`src/verilog/exu_pkg.sv`:
```
// Constants shared by the execution unit core and its 8-bit ALU.
// Assumes a 32-bit APB master and operands loaded by software.
package exu_pkg;
  localparam int AW = 8;
  localparam int DW = 32;
  // Register byte offsets
  localparam logic [AW-1:0] REG_CTRL = 8'h00;
  localparam logic [AW-1:0] REG_STAT = 8'h04;
  localparam logic [AW-1:0] REG_OPC = 8'h08;
  localparam logic [AW-1:0] REG_ACC = 8'h0C;
  localparam logic [AW-1:0] REG_FLG = 8'h10;
  localparam logic [AW-1:0] REG_PTR = 8'h14;
  localparam logic [AW-1:0] REG_IX0 = 8'h18;
  localparam logic [AW-1:0] REG_IX1 = 8'h1C;
  localparam logic [AW-1:0] REG_SP = 8'h20;
  localparam logic [AW-1:0] REG_PR0 = 8'h24;
  localparam logic [AW-1:0] REG_PR1 = 8'h28;
  localparam logic [AW-1:0] REG_MEM = 8'h2C;
  localparam logic [AW-1:0] REG_ADDR = 8'h30;
  localparam int CTRL_GO = 0;
  // Opcode bytes and opcode patterns
  localparam logic [7:0] OP_PFX_IX0 = 8'hDD;
  localparam logic [7:0] OP_PFX_IX1 = 8'hFD;
  localparam logic [7:0] OP_PFX_ED = 8'hED;
  localparam logic [7:0] OP_XOR_IMM = 8'hEE;
  localparam logic [7:0] OP_INC_M = 8'h34;
  localparam logic [7:0] OP_DEC_M = 8'h35;
  localparam logic [7:0] OP_INC_IDX = 8'h23;
  localparam int PFX_SEL_BIT = 5;
  localparam logic [1:0] GRP_LOW = 2'h0;
  localparam logic [1:0] GRP_ED16 = 2'h1;
  localparam logic [1:0] GRP_ALU = 2'h2;
  localparam logic [1:0] GRP_IMM = 2'h3;
  localparam logic [2:0] SRC_MEM = 3'h6;
  localparam logic [3:0] LO_ADD16 = 4'h9;
  localparam logic [3:0] LO_INC16 = 4'h3;
  localparam logic [3:0] LO_ADC16 = 4'hA;
  localparam logic [3:0] LO_SBC16 = 4'h2;
  // Pair operand field codes
  localparam logic [1:0] PF_P0 = 2'h0;
  localparam logic [1:0] PF_P1 = 2'h1;
  localparam logic [1:0] PF_PTR = 2'h2;
  // ALU operation codes, equal to opcode bits 5:3
  localparam logic [2:0] ALU_ADD = 3'h0;
  localparam logic [2:0] ALU_ADC = 3'h1;
  localparam logic [2:0] ALU_SUB = 3'h2;
  localparam logic [2:0] ALU_SBC = 3'h3;
  localparam logic [2:0] ALU_AND = 3'h4;
  localparam logic [2:0] ALU_XOR = 3'h5;
  localparam logic [2:0] ALU_OR = 3'h6;
  localparam logic [2:0] ALU_CP = 3'h7;
  // Flag bit positions and update masks
  localparam int FL_S = 7;
  localparam int FL_Z = 6;
  localparam int FL_H = 4;
  localparam int FL_PV = 2;
  localparam int FL_N = 1;
  localparam int FL_C = 0;
  localparam logic [7:0] FM_ALL = 8'hD7;
  localparam logic [7:0] FM_NOC = 8'hD6;
  localparam logic [7:0] FM_ADD16 = 8'h13;
  localparam logic [7:0] FM_SZP = 8'hC4;
  localparam logic [7:0] MEM_MAXPOS = 8'h7F;
  localparam logic [7:0] MEM_MAXNEG = 8'h80;
  // Machine cycles and clock states per instruction form
  localparam logic [3:0] MC_ALU_PTR = 4'h2;
  localparam logic [4:0] TS_ALU_PTR = 5'h07;
  localparam logic [3:0] MC_ALU_IDX = 4'h5;
  localparam logic [4:0] TS_ALU_IDX = 5'h13;
  localparam logic [3:0] MC_INCD_PTR = 4'h3;
  localparam logic [4:0] TS_INCD_PTR = 5'h0B;
  localparam logic [3:0] MC_INCD_IDX = 4'h6;
  localparam logic [4:0] TS_INCD_IDX = 5'h17;
  localparam logic [3:0] MC_ADD16_PTR = 4'h3;
  localparam logic [4:0] TS_ADD16_PTR = 5'h0B;
  localparam logic [3:0] MC_WIDE = 4'h4;
  localparam logic [4:0] TS_WIDE = 5'h0F;
  localparam logic [3:0] MC_INC16 = 4'h1;
  localparam logic [4:0] TS_INC16 = 5'h04;
  localparam logic [3:0] MC_INC16_IDX = 4'h2;
  localparam logic [4:0] TS_INC16_IDX = 5'h0A;
  typedef enum logic {EXU_IDLE, EXU_EXEC} exu_st_e;
endpackage

```
`src/verilog/exu_core.sv`:
```
// Execution unit for memory-operand 8-bit ops and 16-bit pair arithmetic.
// Assumes an APB3 master; software loads operands and the memory byte.
// Functional notes
// - XOR immediate: result, flags, 2 M/7 T
// - SBC memory: subtract with borrow, flags set
// - AND memory: H set, C and N cleared
// - OR memory: H, N, C cleared, parity
// - XOR memory: H, N, C cleared, parity
// - CP memory: flags only, accumulator kept
// - Prefix bit 5 selects index register; 5/19
// - INC memory: plus one, carry kept, timing
// - DEC memory: minus one, N set, carry kept
// - ADD16: S Z PV kept, H11, C15
// - ADC16: S Z, 16-bit overflow, carry out
// - SBC16: H12 borrow, overflow, N, 4/15
// - INC16: no flags; 1 M or 2/10
//
// Chosen here: the APB interface to the registers and the register offsets.
`timescale 1ns/1ps
module exu_core (
  // Clock and reset
  input wire logic core_clk,
  input wire logic rst,
  // APB slave
  input wire logic psel,
  input wire logic penable,
  input wire logic pwrite,
  input wire logic [exu_pkg::AW-1:0] paddr,
  input wire logic [exu_pkg::DW-1:0] pwdata,
  output logic pready,
  output logic [exu_pkg::DW-1:0] prdata,
  output logic pslverr
);
  import exu_pkg::*;

  typedef struct packed {
    exu_st_e st;
    logic done;
    logic bad;
    logic [3:0] mcyc;
    logic [4:0] tst;
    logic [7:0] acc;
    logic [7:0] flg;
    logic [15:0] ptr;
    logic [15:0] ix0;
    logic [15:0] ix1;
    logic [15:0] sp;
    logic [15:0] pr0;
    logic [15:0] pr1;
    logic [7:0] mem;
    logic [15:0] ea;
    logic [7:0] ob0;
    logic [7:0] ob1;
    logic [7:0] ob2;
    logic pready;
    logic pslverr;
    logic [DW-1:0] prdata;
  } exu_state_s;

  exu_state_s r;
  exu_state_s n;
  logic fire;
  logic wr_ok;
  logic hit;
  logic [DW-1:0] rd_word;
  logic pfx;
  logic ed;
  logic [7:0] opc;
  logic [1:0] fld;
  logic [15:0] idx;
  logic [15:0] ea;
  logic [15:0] dst16;
  logic [15:0] src16;
  logic [15:0] inc_v;
  logic is_mem;
  logic is_imm;
  logic is_incm;
  logic is_decm;
  logic is_add16;
  logic is_inc16;
  logic is_adc16;
  logic is_sbc16;
  logic cw;
  logic v16;
  logic [16:0] s16;
  logic [12:0] h16;
  logic [7:0] fw;
  logic [7:0] a8;
  logic [7:0] b8;
  logic [2:0] aop;
  logic [7:0] res8;
  logic [7:0] fl8;

  // Instruction decode from the loaded opcode bytes
  assign fire = (r.st == EXU_EXEC);
  assign pfx = (r.ob0 == OP_PFX_IX0) || (r.ob0 == OP_PFX_IX1);
  assign ed = (r.ob0 == OP_PFX_ED);
  assign opc = (pfx || ed) ? r.ob1 : r.ob0;
  assign fld = opc[5:4];
  assign is_mem = !ed && opc[7:6] == GRP_ALU && opc[2:0] == SRC_MEM;
  assign is_imm = !pfx && !ed && opc[7:6] == GRP_IMM && opc[2:0] == SRC_MEM;
  assign is_incm = !ed && opc == OP_INC_M;
  assign is_decm = !ed && opc == OP_DEC_M;
  assign is_add16 = !ed && opc[7:6] == GRP_LOW && opc[3:0] == LO_ADD16;
  assign is_inc16 = !ed && opc[7:6] == GRP_LOW && opc[3:0] == LO_INC16 && (!pfx || opc == OP_INC_IDX);
  assign is_adc16 = ed && opc[7:6] == GRP_ED16 && opc[3:0] == LO_ADC16;
  assign is_sbc16 = ed && opc[7:6] == GRP_ED16 && opc[3:0] == LO_SBC16;

  // Operand addressing; the displacement is signed so negative offsets wrap
  assign idx = r.ob0[PFX_SEL_BIT] ? r.ix1 : r.ix0;
  assign ea = pfx ? 16'(idx + {{8{r.ob2[7]}}, r.ob2}) : r.ptr;
  assign dst16 = pfx ? idx : r.ptr;
  assign src16 = (fld == PF_P0) ? r.pr0 : (fld == PF_P1) ? r.pr1 : (fld == PF_PTR) ? dst16 : r.sp;
  assign inc_v = 16'(src16 + 16'h0001);

  // ALU operand steering; INC and DEC reuse add and subtract by one
  assign a8 = (is_incm || is_decm) ? r.mem : r.acc;
  assign b8 = is_imm ? r.ob1 : (is_incm || is_decm) ? 8'h01 : r.mem;
  assign aop = is_incm ? ALU_ADD : is_decm ? ALU_SUB : opc[5:3];

  exu_alu8 u_alu (
    .a(a8),
    .b(b8),
    .cin(r.flg[FL_C]),
    .op(aop),
    .res(res8),
    .flags(fl8)
  );

  // Wide arithmetic; a 17-bit sum gives carry or borrow out of bit 15
  assign cw = (is_adc16 || is_sbc16) && r.flg[FL_C];
  assign s16 = is_sbc16 ? 17'({1'b0, dst16} - {1'b0, src16} - 17'(cw)) :
               17'({1'b0, dst16} + {1'b0, src16} + 17'(cw));
  assign h16 = is_sbc16 ? 13'({1'b0, dst16[11:0]} - {1'b0, src16[11:0]} - 13'(cw)) :
               13'({1'b0, dst16[11:0]} + {1'b0, src16[11:0]} + 13'(cw));
  assign v16 = is_sbc16 ? (dst16[15] != src16[15]) && (s16[15] != dst16[15]) :
               (dst16[15] == src16[15]) && (s16[15] != dst16[15]);
  // Flag byte in S Z - H - PV N C order
  assign fw = {s16[15], s16[15:0] == 16'h0000, 1'b0, h16[12], 1'b0, v16, is_sbc16, s16[16]};

  // APB read decode
  always_comb begin
    hit = 1'b1;
    rd_word = '0;
    if (paddr == REG_CTRL) begin
      rd_word = '0;
    end else if (paddr == REG_STAT) begin
      rd_word = {11'h000, r.tst, 4'h0, r.mcyc, 5'h00, r.bad, r.done, fire};
    end else if (paddr == REG_OPC) begin
      rd_word = {8'h00, r.ob2, r.ob1, r.ob0};
    end else if (paddr == REG_ACC) begin
      rd_word = {24'h000000, r.acc};
    end else if (paddr == REG_FLG) begin
      rd_word = {24'h000000, r.flg};
    end else if (paddr == REG_PTR) begin
      rd_word = {16'h0000, r.ptr};
    end else if (paddr == REG_IX0) begin
      rd_word = {16'h0000, r.ix0};
    end else if (paddr == REG_IX1) begin
      rd_word = {16'h0000, r.ix1};
    end else if (paddr == REG_SP) begin
      rd_word = {16'h0000, r.sp};
    end else if (paddr == REG_PR0) begin
      rd_word = {16'h0000, r.pr0};
    end else if (paddr == REG_PR1) begin
      rd_word = {16'h0000, r.pr1};
    end else if (paddr == REG_MEM) begin
      rd_word = {24'h000000, r.mem};
    end else if (paddr == REG_ADDR) begin
      rd_word = {16'h0000, r.ea};
    end else begin
      hit = 1'b0;
    end
  end

  // Writes land only on the completing edge of the access phase
  assign wr_ok = psel && penable && r.pready && pwrite;

  // Next state: bus slave first, then execution, which wins any overlap
  always_comb begin
    n = r;
    n.pready = 1'b0;
    n.pslverr = 1'b0;
    if (psel && penable && !r.pready) begin
      n.pready = 1'b1;
      n.prdata = rd_word;
      n.pslverr = !hit;
    end
    if (wr_ok) begin
      if (paddr == REG_OPC) begin
        n.ob0 = pwdata[7:0];
        n.ob1 = pwdata[15:8];
        n.ob2 = pwdata[23:16];
      end else if (paddr == REG_ACC) begin
        n.acc = pwdata[7:0];
      end else if (paddr == REG_FLG) begin
        n.flg = pwdata[7:0];
      end else if (paddr == REG_PTR) begin
        n.ptr = pwdata[15:0];
      end else if (paddr == REG_IX0) begin
        n.ix0 = pwdata[15:0];
      end else if (paddr == REG_IX1) begin
        n.ix1 = pwdata[15:0];
      end else if (paddr == REG_SP) begin
        n.sp = pwdata[15:0];
      end else if (paddr == REG_PR0) begin
        n.pr0 = pwdata[15:0];
      end else if (paddr == REG_PR1) begin
        n.pr1 = pwdata[15:0];
      end else if (paddr == REG_MEM) begin
        n.mem = pwdata[7:0];
      end
    end
    case (r.st)
      EXU_IDLE: begin
        if (wr_ok && paddr == REG_CTRL && pwdata[CTRL_GO]) begin
          n.st = EXU_EXEC;
          n.done = 1'b0;
        end
      end
      EXU_EXEC: begin
        n.st = EXU_IDLE;
        n.done = 1'b1;
        n.bad = 1'b0;
        n.ea = ea;
        if (is_imm || is_mem) begin
          // Compare only sets flags; other ops load the accumulator
          if (aop != ALU_CP) begin
            n.acc = res8;
          end
          n.flg = (fl8 & FM_ALL) | (r.flg & ~FM_ALL);
          n.mcyc = pfx ? MC_ALU_IDX : MC_ALU_PTR;
          n.tst = pfx ? TS_ALU_IDX : TS_ALU_PTR;
        end else if (is_incm || is_decm) begin
          n.mem = res8;
          n.flg = (fl8 & FM_NOC) | (r.flg & ~FM_NOC);
          n.mcyc = pfx ? MC_INCD_IDX : MC_INCD_PTR;
          n.tst = pfx ? TS_INCD_IDX : TS_INCD_PTR;
        end else if (is_add16) begin
          if (!pfx) begin
            n.ptr = s16[15:0];
          end else if (r.ob0[PFX_SEL_BIT]) begin
            n.ix1 = s16[15:0];
          end else begin
            n.ix0 = s16[15:0];
          end
          n.flg = (fw & FM_ADD16) | (r.flg & ~FM_ADD16);
          n.mcyc = pfx ? MC_WIDE : MC_ADD16_PTR;
          n.tst = pfx ? TS_WIDE : TS_ADD16_PTR;
        end else if (is_adc16 || is_sbc16) begin
          n.ptr = s16[15:0];
          n.flg = (fw & FM_ALL) | (r.flg & ~FM_ALL);
          n.mcyc = MC_WIDE;
          n.tst = TS_WIDE;
        end else if (is_inc16) begin
          if (pfx && r.ob0[PFX_SEL_BIT]) begin
            n.ix1 = inc_v;
          end else if (pfx) begin
            n.ix0 = inc_v;
          end else if (fld == PF_P0) begin
            n.pr0 = inc_v;
          end else if (fld == PF_P1) begin
            n.pr1 = inc_v;
          end else if (fld == PF_PTR) begin
            n.ptr = inc_v;
          end else begin
            n.sp = inc_v;
          end
          n.mcyc = pfx ? MC_INC16_IDX : MC_INC16;
          n.tst = pfx ? TS_INC16_IDX : TS_INC16;
        end else begin
          // Unsupported opcode: registers and flags kept except the address register, which takes the decoded address; error flag set, cycle and state counts cleared
          n.bad = 1'b1;
          n.mcyc = 4'h0;
          n.tst = 5'h00;
        end
      end
      default: n.st = EXU_IDLE;
    endcase
  end

  // State register
  always_ff @(posedge core_clk or posedge rst) begin
    if (rst) begin
      r <= '0;
    end else begin
      r <= n;
    end
  end

  assign pready = r.pready;
  assign prdata = r.prdata;
  assign pslverr = r.pslverr;
endmodule

```
`src/verilog/exu_alu8.sv`:
```
// 8-bit accumulator ALU with flag generation.
// Assumes the caller merges flags and holds the carry where needed.
`timescale 1ns/1ps
module exu_alu8 (
  // Operands
  input wire logic [7:0] a,
  input wire logic [7:0] b,
  input wire logic cin,
  input wire logic [2:0] op,
  // Results
  output logic [7:0] res,
  output logic [7:0] flags
);
  import exu_pkg::*;
  logic c;
  logic sub;
  logic arith;
  logic v;
  logic [8:0] s9;
  logic [4:0] h5;

  // Arithmetic and logic result with all flags
  always_comb begin
    c = (op == ALU_ADC || op == ALU_SBC) && cin;
    sub = (op == ALU_SUB) || (op == ALU_SBC) || (op == ALU_CP);
    arith = !op[2] || (op == ALU_CP);
    if (sub) begin
      s9 = 9'({1'b0, a} - {1'b0, b} - 9'(c));
      h5 = 5'({1'b0, a[3:0]} - {1'b0, b[3:0]} - 5'(c));
      v = (a[7] != b[7]) && (s9[7] != a[7]);
    end else begin
      s9 = 9'({1'b0, a} + {1'b0, b} + 9'(c));
      h5 = 5'({1'b0, a[3:0]} + {1'b0, b[3:0]} + 5'(c));
      v = (a[7] == b[7]) && (s9[7] != a[7]);
    end
    if (op == ALU_AND) begin
      res = a & b;
    end else if (op == ALU_XOR) begin
      res = a ^ b;
    end else if (op == ALU_OR) begin
      res = a | b;
    end else begin
      res = s9[7:0];
    end
    flags = 8'h00;
    flags[FL_S] = res[7];
    flags[FL_Z] = (res == 8'h00);
    flags[FL_H] = arith ? h5[4] : (op == ALU_AND);
    flags[FL_PV] = arith ? v : ~^res;
    flags[FL_N] = sub;
    flags[FL_C] = arith && s9[8];
  end
endmodule

```
`config.mk`:
```
export PLATFORM = sky130hd
export DESIGN_NAME = exu_core
export DESIGN_NICKNAME = d
export VERILOG_FILES = /design/src/verilog/exu_pkg.sv /design/src/verilog/exu_core.sv /design/src/verilog/exu_alu8.sv
export SDC_FILE = /design/constraint.sdc
export NUM_CORES = 1
export LEC_CHECK = 0
export BUFFER_PORTS_ARGS = -buffer_cell sky130_fd_sc_hd__buf_2
export CORE_AREA = 8 8 206 208
export DETAILED_ROUTE_END_ITERATION = 12
export DIE_AREA = 0 0 214 216
export PLACE_DENSITY = 0.62
export SKIP_LAST_GASP = 1
export SLEW_MARGIN = 20
export SYNTH_ARGS = -nofsm -noshare
export SYNTH_HDL_FRONTEND = slang
export SYNTH_SLANG_ARGS = --single-unit
```
`constraint.sdc`:
```
create_clock -name core_clk -period 15.45 [get_ports core_clk]
set_input_delay 3.09 -clock core_clk [delete_from_list [all_inputs] [get_ports core_clk]]
set_output_delay 3.09 -clock core_clk [all_outputs]
set_load 0.05 [all_outputs]
```
=== Word level (Yosys, flattened, before mapping) ===
Cells that the tools add are included.

* Flip-flop bits (word level): 205
* Output and inout bits: 34
* Input port bits: 45

* Mux-type cells: 122
* Add/subtract/negate cells: 18
* Bitwise gates (word level): 8
* Eq/ne operators: 44
* Reduce and logical (&&, ||, !) cells: 50

{| class="wikitable"
|+ Operator list
! kind !! count
|-
| 2-to-1 mux 16 bit || 38
|-
| 2-to-1 mux 120 bit || 2
|-
| 2-to-1 mux 104 bit || 2
|-
| 2-to-1 mux 96 bit || 2
|-
| 2-to-1 mux 8 bit || 21
|-
| 2-to-1 mux 48 bit || 3
|-
| 2-to-1 mux 136 bit || 1
|-
| 2-to-1 mux 112 bit || 1
|-
| 2-to-1 mux 56 bit || 2
|-
| 2-to-1 mux 32 bit || 3
|-
| 2-to-1 mux 88 bit || 1
|-
| 2-to-1 mux 80 bit || 1
|-
| 2-to-1 mux 24 bit || 3
|-
| 2-to-1 mux 72 bit || 1
|-
| equality test 8 x 6 -> 1 bit (second input constant) || 8
|-
| 2-to-1 mux 40 bit || 1
|-
| 2-to-1 mux 34 bit || 1
|-
| equality test 8 x 5 -> 1 bit (second input constant) || 4
|-
| logical AND 1 bit || 28
|-
| equality test 8 bit (second input constant) || 3
|-
| bitwise OR 8 x 6 -> 8 bit || 3
|-
| 2-to-1 mux 1 bit || 22
|-
| 2-to-1 mux 3 bit || 6
|-
| adder 16 x 16 -> 17 bit || 1
|-
| other kinds (50) || 84
|}

=== Depth between registers and ports, before layout ===
* Depth in word-level cells: 23
* Depth in mapped cells: 30

=== By module ===
From an unflattened synthesis, not the netlist that was laid out.

* Cell total of the unflattened synthesis: 1,990
* Area total of the unflattened synthesis: 16,841.2 sq um

{| class="wikitable"
|+ By module, submodules not included
! module !! sequential area each (sq um) !! area an instance (sq um) !! cells an instance !! times used
|-
| exu_core || 4,929.7 || 15,149.5 || 1,753 || 1
|-
| exu_alu8 || 0.0 || 1,691.6 || 237 || 1
|}

=== Worst setup path before layout ===
No wires, ideal clock.

* Path kind: register to register
* Start: register r[51] (netlist name)
* End: register r[184] (netlist name)
* Arrival: 5,461 ps
* Buffers on the path: 2
* Stages on the path, launching flop included: 28
* Setup slack: 9,886 ps
* Required time: 15,346 ps
* Cell sequence: dfrtp_1 -> nand2b_1 -> o41a_1 -> or2_0 -> clkbuf_1 -> nor4_1 -> clkbuf_1 -> nand2_1 -> o21ai_0 -> fa_1 -> inv_1 -> fa_1 -> o21a_1 -> nor2_1 -> nor2b_1 -> o21ai_0 -> nor2b_1 -> xnor2_1 -> mux2i_1 -> mux2i_1 -> a21oi_1 -> ha_1 -> nand4_1 -> o211ai_1 -> nor3b_1 -> nor4bb_1 -> nand4bb_1 -> o41ai_2

* Word-level cells in the longest chain between the ends: 21

{| class="wikitable"
|+ Ends and longest elaborated chain
! element !! RTL line !! source
|-
| from (decl) || exu_core.sv:60 || <nowiki>exu_state_s r;</nowiki>
|-
| from (signal assigned) || exu_core.sv:287 || <nowiki>r <= n;</nowiki>
|-
| parallel branches: the longest is 19 deep, another holds adder 16 x 16 -> 17 bit || -- ||
|-
| 2-to-1 mux 8 bit (*) || exu_core.sv:226 || <nowiki>if (is_imm || is_mem) begin</nowiki>
|-
| 2-to-1 mux 136 bit (*) || exu_core.sv:214 || <nowiki>case (r.st)</nowiki>
|}

Every way passes the cells marked *.
A chain may end at the register's enable or synchronous reset.

=== Worst setup path after layout ===
* Start: register r[53] (netlist name)
* End: register r[184] (netlist name)

Same word-level chain as after synthesis.

==> impl_metrics.toml <==
[run_status]
outcome = "finished clean"

[synth]
synth_edf_count = 0
synthTopCellsByArea = "dfrtp_1, ha_1, mux2_2"
post-synth-top-count-cell = "nand2_1"
synth_cells = 2045
netlist_area_um2 = 17290
ys_types = 109
synth-seq-area-share_pct = 28.51
synth-main-ff-cell = "dfrtp_1"
synth_area_leader_cell = "dfrtp_1"
syn_avg_cell_area_um2 = 8.455
synth_warnings = 0
synth_commonest_cells = "nand2_1, dfrtp_1, nor2_1"
async_flop_share_pct = 100.0
ys_seq_elements = 197
yosysTopAreaCellShare_pct = 28.51

[sta]
setup_viol = 0
finalHoldViolCount = 0
drv_slew = 0
period_needed_ns = 7.710
tightest_slew_ns = 1.215
slew_headroom_pct = 18.17
fin_ws_ns = 7.740
holdWs_ns = 0.4738
max_freq_mhz = 129.7
fin_crit_sh_pct = 49.90
rsz0062_at_grt = "no"
tns_ns = 0
skew_ns = 0.01354

[pwr]
p_leak_nw = 8.063
power.density_nw_per_um2 = 59.35
vdd_drop_max_uv = 81.99

[floorplan]
coreArea_um2 = 39180
die_w_um = 214
io_pins = 79
die_y_um = 216
dieArea_um2 = 46220
start_util_pct = 44.13
rows = 73

[min_path]
hold_class = "reg -> reg"

[setup_path]
crit_arrival_ns = 8.07
cp_slowest_cell = "o21ai_0"
cp_max_fo = 18
crit_family = "compound AO/OA/AOI/OAI gates"
crit_type = "reg -> reg"
cp.required_ns = 15.81
end_kind = "flip-flop"
cpPeakStageDelay_ns = 0.76
path_cells = "and3b_1, a21oi_2, a21oi_4, or3_1, nand2_1, o21ai_0, ha_1, ha_1, o21a_1, nor2_1, nor2b_1, o21ai_0, nor2b_1, xnor2_1, mux2i_1, mux2i_1, a21oi_1, ha_1, nand4_1, o211ai_1, nor3b_1, nor4bb_1, nand4bb_1, o41ai_2"
cp_common_cell = "ha_1"
cp-start-kind = "flip-flop"
crit_buf_inv = 0

[global_route]
grt_pass1_vias = 15820
use_met3_pct = 9.860
grt.busiest_layer = "met2"
use_met2_pct = 41.37
grt_pass1_wl_mm = 102.9
grt_max_degree = 129
antenna_found_initial = 2
grt_usage_pct = 29.11
grt_use_met1_pct = 38.24
grt.overflow.total = 0

[cts]
h-tree-depth = 4
cts-root-buf = "clkbuf_16"
clk_pin_slew_ns = 0.08
clk_latency_ns = 0.47
cts.sinks = 197
postCtsSetupBuffers = 0
cts_tree = "yes"
cts_made_buffers = 17
clk_path_buf_depth = 2
cts_resized = 0
postCtsHoldBufs = 0

[placement]
place.gp.congestion = 0.9728
dpl_cell_area_um2 = 17760
pre_cts_slack_ns = 8.033
placedCellCount = 2519
dp_hpwl_mm = 51.09
buffer_ports.inserted = 62

[detailed_routing]
viasPerCell = 6.563
via_count = 16760
routed_wl_mm = 69.52
drc = 0
wl_per_cell_um = 27.22
ant_nets = 0
dr.pass1.iters = 6
drtIter0Drc = 2096

[job]
maxCapViolCount = 0

[finish]
multiInputGateArea_um2 = 11250
fin_cells = 2554
regArea_um2 = 4931
area_growth_pct = 6.014
nNetsFinal = 2159
final_cell_area_um2 = 18330
n_fill_cell = 3788
drive_above_1_share_pct = 14.81
==> per-layer routing <==
| metal | share of wire (%) | vias to the layer above | wire length [um] |
|---|---|---|---|
| met5 | 0 | - | 0 |
| met4 | 5.5 | 0 | 3827 |
| met3 | 13 | 179 | 9214 |
| met2 | 41 | 1129 | 28560 |
| met1 | 40 | 8072 | 27920 |
| li1 | - | 7383 | - |
==> registers in the layout, summed over array words and instances (netlist names) <==
register	cells
pslverr	1
r	170
prdata	24
fire	1
pready	1
==> metrics by stage <==
step                power [mW]  util [%]
finish                   1.088     46.78
global placement        0.6429     45.32
CTS                      1.084     46.73
floorplan               0.6109         -
global route             1.111     46.76
detailed placement      0.6442     45.32
==> cell families after synthesis <==
logic type | Yosys count | share of synthesized area [%]
other | 1 | 0.02169
flip-flops | 197 | 28.51
multiplexers | 197 | 12.19
buffers and inverters | 243 | 6.795
XOR/XNOR | 66 | 3.387
AND/OR/NAND/NOR | 632 | 17.48
adder cells (fa/ha/maj) | 100 | 7.627
AO/OA/AOI/OAI | 609 | 23.98
==> path summary, 6_finish.rpt <==
| path | from | endpoint | slack, ns | cells past startpoint |
|---|---|---|---|---|
| min in group asynchronous | rst | prdata[9] | 2.79 | 2 |
| hold reg to reg | prdata[1] | prdata[1] | 0.47 | 2 |
| hold / removal | prdata[1] | prdata[1] | 0.47 | 2 |
| max in group asynchronous | rst | r[98] | 11.02 | 3 |
| setup / recovery | r[53] | r[184] | 7.74 | 24 |
| setup reg to reg | r[53] | r[184] | 7.74 | 24 |
==> cells in the final DEF, fill, tap and decap left out, types with 22 or more instances in the layout <==
cell | synthesis | final
nand2_1 | 265 | 265
dfrtp_1 | 197 | 196
a21oi_1 | 155 | 155
nor2_1 | 157 | 154
o21ai_0 | 126 | 126
mux2_2 | 99 | 99
mux2i_1 | 94 | 94
ha_1 | 91 | 91
inv_1 | 82 | 81
buf_2 | 24 | 62
nand3_1 | 43 | 43
xnor2_1 | 39 | 39
buf_4 | 44 | 38
a221oi_1 | 30 | 30
o211ai_1 | 27 | 27
xor2_1 | 26 | 26
o22ai_1 | 26 | 26
a211oi_1 | 25 | 25
a31oi_1 | 24 | 24
a21o_1 | 23 | 23
a22oi_1 | 23 | 23
nor3_1 | 23 | 22
==> area by class of cell <==
type | instances | area share (%)
multi-input cells | 1612 | 61.40
clock inverters | 9 | 0.5256
inverters | 85 | 1.782
diodes | 3 | 0.04096
repair buffers | 101 | 3.290
flip-flops and latches | 197 | 26.90
well taps | 525 | 3.584
clock buffers | 22 | 2.478
==> power breakdown <==
group | internal (mW) | leakage [nW] | switching [mW]
clock network | 0.228 | 0.263 | 0.223
logic | 0.0307 | 5.56 | 0.0825
registers | 0.519 | 2.24 | 0.00386
==> worst register-to-register path, delay by kind of cell (launching register included) <==
family	cells	cell delay [ns]
AND/OR/NAND/NOR	10	2.59
adder cells (fa/ha/maj)	3	1.03
XOR/XNOR	1	0.09
flip-flops	1	0.65
multiplexers	2	0.27
AO/OA/AOI/OAI	8	2.97
No activity file was read; power rests on OpenSTA's default activity.
